**src/rtl/irm_pkg.sv**
```systemverilog
package irm_pkg;
  localparam int unsigned IRM_ADDR_W = 8;
  localparam int unsigned IRM_DATA_W = 32;
  localparam int unsigned IRM_CHAN_W = 6;
  localparam int unsigned IRM_LANES  = 4;

  // Register byte offsets
  localparam logic [7:0] IRM_OFS_HI_SET = 8'h70;
  localparam logic [7:0] IRM_OFS_HI_CLR = 8'h74;
  localparam logic [7:0] IRM_OFS_LO_SET = 8'h78;
  localparam logic [7:0] IRM_OFS_LO_CLR = 8'h7C;

  // Masks power up undefined; we force a known value
  localparam logic [31:0] IRM_MASK_RST = 32'h0000_0000;

  localparam logic [1:0] IRM_RESP_OKAY   = 2'h0;
  localparam logic [1:0] IRM_RESP_SLVERR = 2'h2;

  typedef enum logic [2:0] {
    IRM_SEL_NONE   = 3'b000,
    IRM_SEL_HI_SET = 3'b001,
    IRM_SEL_HI_CLR = 3'b010,
    IRM_SEL_LO_SET = 3'b011,
    IRM_SEL_LO_CLR = 3'b100
  } irm_sel_t;
endpackage : irm_pkg

```
**src/rtl/irm_filt_if.sv**
```systemverilog
`timescale 1ns/10ps
interface irm_filt_if;
  import irm_pkg::*;
  logic [63:0]           mask;
  logic                  pkt_valid;
  logic [IRM_CHAN_W-1:0] pkt_chan;
  logic                  accept;
  logic                  reject;

  modport regs (output mask, output pkt_valid, output pkt_chan,
                input accept, input reject);
  modport filt (input mask, input pkt_valid, input pkt_chan,
                output accept, output reject);
endinterface : irm_filt_if

```
**src/rtl/irm_regs.sv**
```systemverilog
// Decided for this implementation: register access over AXI4-Lite.
`timescale 1ns/10ps
// Contract
// - High mask bit k enables channel 32+k
// - Low mask bit k enables channel k
// - High set/clear reads return mask unchanged
// - High mask set at 0x70, clear 0x74
// - Low mask set at 0x78, clear 0x7C
// - Set port: ones set bits, zeros keep
// - Clear port: ones clear bits, zeros keep
module irm_regs
  import irm_pkg::*;
(
  // Clock and reset
  input  wire logic                  sys_clk_in,
  input  wire logic                  arst_n_in,
  // AXI4-Lite write address
  input  wire logic [IRM_ADDR_W-1:0] s_axi_awaddr_in,
  input  wire logic                  s_axi_awvalid_in,
  output logic                       s_axi_awready_out,
  // AXI4-Lite write data
  input  wire logic [IRM_DATA_W-1:0] s_axi_wdata_in,
  input  wire logic [IRM_LANES-1:0]  s_axi_wstrb_in,
  input  wire logic                  s_axi_wvalid_in,
  output logic                       s_axi_wready_out,
  // AXI4-Lite write response
  output logic [1:0]                 s_axi_bresp_out,
  output logic                       s_axi_bvalid_out,
  input  wire logic                  s_axi_bready_in,
  // AXI4-Lite read address
  input  wire logic [IRM_ADDR_W-1:0] s_axi_araddr_in,
  input  wire logic                  s_axi_arvalid_in,
  output logic                       s_axi_arready_out,
  // AXI4-Lite read data
  output logic [IRM_DATA_W-1:0]      s_axi_rdata_out,
  output logic [1:0]                 s_axi_rresp_out,
  output logic                       s_axi_rvalid_out,
  input  wire logic                  s_axi_rready_in,
  // Isochronous packet side
  input  wire logic                  pkt_valid_in,
  input  wire logic [IRM_CHAN_W-1:0] pkt_chan_in,
  output logic                       pkt_accept_out,
  output logic                       pkt_reject_out
);
  logic                  awready_ff;
  logic                  wready_ff;
  logic                  bvalid_ff;
  logic [1:0]            bresp_ff;
  logic                  arready_ff;
  logic                  rvalid_ff;
  logic [IRM_DATA_W-1:0] rdata_ff;
  logic [1:0]            rresp_ff;
  logic [IRM_ADDR_W-1:0] awaddr_ff;
  logic [IRM_DATA_W-1:0] wdata_ff;
  logic [IRM_LANES-1:0]  wstrb_ff;
  logic [31:0]           mask_hi_ff;
  logic [31:0]           mask_lo_ff;
  logic [31:0]           nxt_mask_hi;
  logic [31:0]           nxt_mask_lo;
  logic                  wr_fire;
  logic                  ar_fire;
  irm_sel_t              wr_sel;
  irm_sel_t              rd_sel;

  irm_filt_if filt_if ();

  function automatic irm_sel_t decode_sel(input logic [IRM_ADDR_W-1:0] addr);
    irm_sel_t sel;
    sel = IRM_SEL_NONE;
    case (addr)
      IRM_OFS_HI_SET: sel = IRM_SEL_HI_SET;
      IRM_OFS_HI_CLR: sel = IRM_SEL_HI_CLR;
      IRM_OFS_LO_SET: sel = IRM_SEL_LO_SET;
      IRM_OFS_LO_CLR: sel = IRM_SEL_LO_CLR;
      default:        sel = IRM_SEL_NONE;
    endcase
    return sel;
  endfunction : decode_sel

  // Address and data are parked until both have arrived and bvalid is free
  assign wr_fire = ~awready_ff & ~wready_ff & ~bvalid_ff;
  assign ar_fire = s_axi_arvalid_in & arready_ff;
  assign wr_sel  = decode_sel(awaddr_ff);
  assign rd_sel  = decode_sel(s_axi_araddr_in);

  always_ff @(posedge sys_clk_in or negedge arst_n_in)
  begin
    if (!arst_n_in)
    begin
      awready_ff <= 1'b1;
      awaddr_ff  <= '0;
    end
    else if (s_axi_awvalid_in && awready_ff)
    begin
      awready_ff <= 1'b0;
      awaddr_ff  <= s_axi_awaddr_in;
    end
    else if (bvalid_ff && s_axi_bready_in)
    begin
      awready_ff <= 1'b1;
    end
  end

  always_ff @(posedge sys_clk_in or negedge arst_n_in)
  begin
    if (!arst_n_in)
    begin
      wready_ff <= 1'b1;
      wdata_ff  <= '0;
      wstrb_ff  <= '0;
    end
    else if (s_axi_wvalid_in && wready_ff)
    begin
      wready_ff <= 1'b0;
      wdata_ff  <= s_axi_wdata_in;
      wstrb_ff  <= s_axi_wstrb_in;
    end
    else if (bvalid_ff && s_axi_bready_in)
    begin
      wready_ff <= 1'b1;
    end
  end

  always_ff @(posedge sys_clk_in or negedge arst_n_in)
  begin
    if (!arst_n_in)
    begin
      bvalid_ff <= 1'b0;
      bresp_ff  <= IRM_RESP_OKAY;
    end
    else if (wr_fire)
    begin
      bvalid_ff <= 1'b1;
      bresp_ff  <= (wr_sel == IRM_SEL_NONE) ? IRM_RESP_SLVERR : IRM_RESP_OKAY;
    end
    else if (s_axi_bready_in)
    begin
      bvalid_ff <= 1'b0;
    end
  end

  // Byte lanes without a strobe are left alone
  generate
    for (genvar b = 0; b < IRM_LANES; b++)
    begin : g_lane
      logic [7:0] d;
      logic [7:0] h;
      logic [7:0] l;
      logic       en;
      assign d  = wdata_ff[8*b +: 8];
      assign h  = mask_hi_ff[8*b +: 8];
      assign l  = mask_lo_ff[8*b +: 8];
      assign en = wr_fire & wstrb_ff[b];
      assign nxt_mask_hi[8*b +: 8] =
        (en && wr_sel == IRM_SEL_HI_SET) ? (h | d) :
        (en && wr_sel == IRM_SEL_HI_CLR) ? (h & ~d) :
        h;
      assign nxt_mask_lo[8*b +: 8] =
        (en && wr_sel == IRM_SEL_LO_SET) ? (l | d) :
        (en && wr_sel == IRM_SEL_LO_CLR) ? (l & ~d) :
        l;
    end
  endgenerate

  // Masks are given a known value so no X reaches the filter
  always_ff @(posedge sys_clk_in or negedge arst_n_in)
  begin
    if (!arst_n_in)
    begin
      mask_hi_ff <= IRM_MASK_RST;
      mask_lo_ff <= IRM_MASK_RST;
    end
    else
    begin
      mask_hi_ff <= nxt_mask_hi;
      mask_lo_ff <= nxt_mask_lo;
    end
  end

  // Read path: both ports of a mask return the same value, never modified
  always_ff @(posedge sys_clk_in or negedge arst_n_in)
  begin
    if (!arst_n_in)
    begin
      arready_ff <= 1'b1;
      rvalid_ff  <= 1'b0;
      rdata_ff   <= '0;
      rresp_ff   <= IRM_RESP_OKAY;
    end
    else if (ar_fire)
    begin
      arready_ff <= 1'b0;
      rvalid_ff  <= 1'b1;
      rresp_ff   <= IRM_RESP_OKAY;
      case (rd_sel)
        IRM_SEL_HI_SET, IRM_SEL_HI_CLR: rdata_ff <= mask_hi_ff;
        IRM_SEL_LO_SET, IRM_SEL_LO_CLR: rdata_ff <= mask_lo_ff;
        default:
        begin
          rdata_ff <= '0;
          rresp_ff <= IRM_RESP_SLVERR;
        end
      endcase
    end
    else if (rvalid_ff && s_axi_rready_in)
    begin
      arready_ff <= 1'b1;
      rvalid_ff  <= 1'b0;
    end
  end

  assign filt_if.mask      = {mask_hi_ff, mask_lo_ff};
  assign filt_if.pkt_valid = pkt_valid_in;
  assign filt_if.pkt_chan  = pkt_chan_in;

  irm_chan_filter u_filter (
    .sys_clk_in (sys_clk_in),
    .arst_n_in  (arst_n_in),
    .filt       (filt_if.filt)
  );

  assign s_axi_awready_out = awready_ff;
  assign s_axi_wready_out  = wready_ff;
  assign s_axi_bvalid_out  = bvalid_ff;
  assign s_axi_bresp_out   = bresp_ff;
  assign s_axi_arready_out = arready_ff;
  assign s_axi_rvalid_out  = rvalid_ff;
  assign s_axi_rdata_out   = rdata_ff;
  assign s_axi_rresp_out   = rresp_ff;
  assign pkt_accept_out    = filt_if.accept;
  assign pkt_reject_out    = filt_if.reject;
endmodule : irm_regs

```
**src/rtl/irm_chan_filter.sv**
```systemverilog
`timescale 1ns/10ps
module irm_chan_filter
  import irm_pkg::*;
(
  // Clock and reset
  input  wire logic sys_clk_in,
  input  wire logic arst_n_in,
  // Mask and packet side
  irm_filt_if.filt  filt
);
  logic accept_ff;
  logic reject_ff;
  logic chan_en;

  // Channel 32+k maps to high bit k, channel k to low bit k
  assign chan_en = filt.mask[filt.pkt_chan];

  always_ff @(posedge sys_clk_in or negedge arst_n_in)
  begin
    if (!arst_n_in)
    begin
      accept_ff <= 1'b0;
      reject_ff <= 1'b0;
    end
    else
    begin
      accept_ff <= filt.pkt_valid & chan_en;
      reject_ff <= filt.pkt_valid & ~chan_en;
    end
  end

  assign filt.accept = accept_ff;
  assign filt.reject = reject_ff;
endmodule : irm_chan_filter

```
**config.mk**
```make
export PLATFORM = sky130hd
export DESIGN_NAME = irm_regs
export DESIGN_NICKNAME = d
export VERILOG_FILES = /design/src/rtl/irm_pkg.sv /design/src/rtl/irm_filt_if.sv /design/src/rtl/irm_regs.sv /design/src/rtl/irm_chan_filter.sv
export SDC_FILE = /design/constraint.sdc
export NUM_CORES = 1
export LEC_CHECK = 0
export BUFFER_PORTS_ARGS = -buffer_cell sky130_fd_sc_hd__buf_2
export CAP_MARGIN = 20
export CORE_MARGIN = 2
export CORE_UTILIZATION = 58
export CTS_BUF_LIST = sky130_fd_sc_hd__clkbuf_4 sky130_fd_sc_hd__clkbuf_8
export CTS_CLUSTER_DIAMETER = 80
export CTS_CLUSTER_SIZE = 10
export DETAILED_ROUTE_END_ITERATION = 6
export PLACE_DENSITY_LB_ADDON = 0.05
export SETUP_SLACK_MARGIN = 0.2
export SYNTH_ARGS = -nofsm -noshare
export SYNTH_HDL_FRONTEND = slang
export SYNTH_SLANG_ARGS = --single-unit
```
**constraint.sdc**
```tcl
create_clock -name sys_clk_in -period 3.6 [get_ports sys_clk_in]
set_clock_uncertainty 0.1 [all_clocks]
set_input_delay 0.18 -clock sys_clk_in [delete_from_list [all_inputs] [get_ports sys_clk_in]]
set_output_delay 0.18 -clock sys_clk_in [all_outputs]
set_load 0.05 [all_outputs]
```
# [Word level (Yosys, flattened, before mapping)]
# Cells that the tools add are included.
[classes] add_sub_neg=0 mul=0 n_div=0 n_lt_le_gt_ge=1 eq_ne=16 shift=0 muxes=32 bitwise=33 reduce_logical=36
[op_table] op="8-bit two-way mux" count=16
[op_table] op="8-bit AND" count=8
[op_table] op="8-bit by 7-bit equality test with 1-bit output (second input constant)" count=8
[op_table] op="8-bit bitwise OR" count=8
[op_table] op="32-bit case mux with 2 select lines" count=1
[op_table] op="8-bit inverter" count=4
[op_table] op="3-bit case mux with 4 select lines" count=2
[op_table] op="2-bit nonzero test" count=12
[op_table] op="1-bit logical AND" count=20
[op_table] op="3-bit by 2-bit equality test with 1-bit output (second input constant)" count=4
[op_table] op="1-bit two-way mux" count=10
[op_table] op="1-bit AND" count=9
[op_table] op="6-bit by 7-bit < comparator with 1-bit output (second input constant)" count=1
[op_table] op="1-bit binary-select mux with 6-bit select" count=1
[op_table] op="3-bit by 1-bit equality test with 1-bit output (second input constant)" count=2
[op_table] op="3-bit equality test (second input constant)" count=2
[op_table] op="2-bit two-way mux" count=2
[op_table] op="1-bit inverter" count=4
[op_table] op="2-bit OR reduction" count=2
[op_table] op="4-bit OR reduction" count=1
[op_table] op="3-bit logical NOT" count=1
[totals] ff_bits=151 latchBits=0 ramBits=0 mem_bits_ro=0 in_bits=66 elab_cells=139 mem_count=0

# [Depth between registers and ports, before layout]
[depth] depth_word=7 mapped_depth=7 ltp_nobuf=5

# [Modules after synthesis]
# From an unflattened synthesis, not the netlist that was laid out.
[hier_totals] cells_unflattened=690 area_unflattened_um2=7764.9
[by_module_without_submodules] module="irm_regs" instances=1 cells_per_inst=623 area_each_um2=7075.5 seq_area_each_um2=3682.3
[by_module_without_submodules] module="irm_chan_filter" instances=1 cells_per_inst=67 area_each_um2=689.4 seq_area_each_um2=50.0

# [Worst setup path before layout]
# Ideal clock, no wire load.
[synth_timing] path_kind="register -> register" from="register bvalid_ff, in the netlist s_axi_bvalid_out" to="register (tool-made name)" t_arrival_ns=1.680 path_slack_ns=1.683 path_stages_with_launch=7 n_path_buf=1 synth_period_minus_slack_ns=1.917 path_cell_list="dfrtp_1 -> or3_4 -> nor4_2 -> and2_1 -> buf_2 -> nand2_1 -> mux2i_1"
[synth_lines] element="from (decl)" line_no="irm_regs.sv:47" rtl="logic bvalid_ff;"
[synth_lines] element="from (signal assigned)" line_no="irm_regs.sv:128" rtl="bvalid_ff <= 1'b0;"
[synth_lines] element="from (signal assigned)" line_no="irm_regs.sv:133" rtl="bvalid_ff <= 1'b1;"
[synth_lines] element="from (signal assigned)" line_no="irm_regs.sv:138" rtl="bvalid_ff <= 1'b0;"

==> flow_metrics.py <==
metrics = {
    "routing": {
        "drc": 8,
        "drt-total-wl_um": 14800,
        "vias": 4866,
        "detail_route.wl_per_cell_um": 16.8,
        "drt_iter0_drc": 336,
        "ant_nets": 0,
        "drtPass1Iterations": 7,
        "viasPerCell": 5.54,
    },
    "synthesis": {
        "syn_area_um2": 6920,
        "synthArstFlopShare": 1.00,
        "synth_seq_area_share": 0.539,
        "synth_cell_types": 30,
        "synthCells": 577,
        "avgSynthCellArea_um2": 12.0,
        "synth_edf_count": 0,
        "yosys_warnings": 0,
        "ys_ff_latch": 149,
        "dominantRegCellSynth": "dfrtp_1",
    },
    "cts": {
        "clockRootBuffer": "clkbuf_8",
        "hold_buffers": 54,
        "clk_pin_slew_worst_paths_ns": 0.08,
        "clk_latency_ns": 0.45,
        "ctsResizeCount": 0,
        "cts_buffer_depth": 2,
        "cts_buffers": 17,
        "htreeDepth": 4,
        "cts_tree": "yes",
        "post_cts_buffers": 0,
        "clock-sinks": 149,
    },
    "floorplan": {
        "initial_core_util": 0.601,
        "dieArea_um2": 12800,
        "ios": 109,
        "die_h_um": 113,
        "core_um2": 11500,
        "rows": 39,
        "die_w_um": 113,
    },
    "min_path": {
        "min_to": "u_filter.filt.accept",
        "min_path_type": "in2reg",
        "hold_depth": 4,
        "worstHoldStart": "pkt_chan_in[5]",
    },
    "run_status": {
        "violations": "design-rule violations",
        "status": "finished with violations",
    },
    "layout": {
        "mostFrequentLayoutCells": "dfrtp_1, buf_2, mux2i_1",
        "drive_gt1_frac": 0.276,
        "final_common_cell": "dfrtp_1",
        "diodes": 0,
        "final_core_util": 0.737,
        "fin_nets": 789,
        "fillCellCount": 823,
        "synthToLayoutAreaGrowth_pct": 22.6,
    },
    "power_and_ir_drop": {
        "p_clk_frac": 0.289,
        "p_seq_frac": 0.497,
        "pwr-share-comb": 0.214,
        "p_sw_w": 0.00145,
        "total_power_w": 0.00488,
        "leakage_nw": 4.30,
        "power.density_nw_per_um2": 575,
        "p_int_w": 0.00343,
        "vdd_drop_max_uv": 413,
        "swShare": 0.297,
    },
    "sta": {
        "finalSetupTns_ns": 0,
        "max_freq_mhz": 427,
        "maxSlewHeadroom": 0.330,
        "setup_slack_ns": 1.26,
        "min_period_ns": 2.34,
        "worst_pin_slew_ns": 1.00,
        "post-route-period-util": 0.651,
        "timing_max_transition_violations_final": 0,
        "grt_setup_unrepaired": "no",
        "finalHoldViolCount": 0,
        "finalSetupViolations": 0,
    },
    "worst_setup_path": {
        "cp_top_family": "simple AND/OR/NAND/NOR gates",
        "r2r_start": "s_axi_awready_out",
        "critPathSlowestCell": "nor4_2",
        "worstPathMaxFanout": 10,
        "reg2regPathDepth": 5,
        "cp.required_ns": 3.87,
        "max_stage_delay_ns": 0.53,
        "crit_type": "reg2reg",
        "path_buf_inv": 0,
        "crit_path_cell_trace": "or3_4 > nor4_2 > and2_1 > nand2_1 > mux2i_1",
        "reg2reg_slack_ns": 1.26,
        "cp-end-kind": "flip-flop",
        "cp.arrival_ns": 2.61,
        "crit_path_start_kind": "flip-flop",
    },
    "placed_design": {
        "port_buffers": 105,
        "pre_cts_ws_ns": 1.24,
        "routabilityCongestion": 0.798,
        "dp_hpwl_um": 9560,
    },
    "global_route": {
        "antenna_found_initial": 0,
        "grt_pass1_wl_um": 24400,
        "grt_start_max_net_pins": 108,
        "overflow": 0,
        "grt_usage": 0.246,
        "grt_pass1_vias": 4921,
    },
    "flow_run": {
        "drv_cap": 0,
    },
}
worst min-delay path: cells and delay by family:
kind	cells	cell delay (ns)
simple gates	1	0.07
compound gates	2	0.31
buf+inv	1	0.09
how the worst max path moves through the flow:
stage	startpoint	endpoint	slack [ns]	cells past startpoint
2_1_floorplan	s_axi_bvalid_out	flip-flop	1.68	6
3_3_place_gp	awaddr_ff[1]	flip-flop	1.30	5
3_5_place_dp	awaddr_ff[1]	flip-flop	1.24	5
4_1_cts	s_axi_awready_out	flip-flop	1.22	5
5_1_grt	s_axi_awready_out	flip-flop	1.18	5
6_report	s_axi_awready_out	flip-flop	1.26	5
kinds of logic (layout without fill, tap and decap cells):
kind of cell,Yosys count,count (layout),synth area share
multiplexers,156,156,0.268
flip-flops,149,149,0.539
AND/OR/NAND/NOR,111,111,0.0708
buffers and inverters,96,254,0.0595
AO/OA/AOI/OAI,64,64,0.0622
other,1,2,0.000542
final cells by class:
cell class	instances	area, um^2	share of cell area
Clock buffer	22	297	0.0349
Clock inverter	10	150	0.0177
Inverter	57	214	0.0252
Multi-Input combinational cell	333	2790	0.328
Sequential cell	149	3730	0.440
Tap cell	143	179	0.0211
Timing Repair Buffer	165	1130	0.133
cells in the mapped netlist (all sizes together) (10+ instances only):
master,n,area share
o31ai,32,0.035
mux2i,95,0.14
a21oi,13,0.0094
dfrtp,146,0.53
inv,57,0.031
mux2,45,0.073
a31oi,12,0.011
nand2,89,0.048
clkbuf,21,0.011
and2,10,0.0090
buf,18,0.017
mux4,16,0.057
layer usage:
metal  vias up  routed length (um)  GRT usage
met5         -                   0          0
met4         0                 257     0.0821
met3        25                 678     0.0573
met2       126                7600      0.413
met1      2433                6240      0.318
li1       2282                   -          -
power by group through the flow:
| stage | Combinational, W | Clock [W] | Sequential, W |
|---|---|---|---|
| CTS | 0.000956 | 0.00144 | 0.00249 |
| global route | 0.00115 | 0.00150 | 0.00248 |
| global placement | 0.000860 | 0 | 0.00248 |
| floorplan | 0.000699 | 0 | 0.00240 |
| finish | 0.00105 | 0.00141 | 0.00242 |
| detailed placement | 0.000894 | 0 | 0.00252 |
stage by stage:
| stage | hold WS [ns] | instance area (um^2) | instances |
|---|---|---|---|
| 2_1_floorplan | -0.216 | 6930 | 578 |
| 3_3_place_gp | 0.238 | 7480 | 792 |
| 3_5_place_dp | 0.242 | 7480 | 792 |
| 4_1_cts | 0.121 | 8470 | 878 |
| 5_1_grt | 0.138 | 8490 | 879 |
| 6_report | 0.135 | 8490 | 879 |
(Power assumes the default switching activity.)
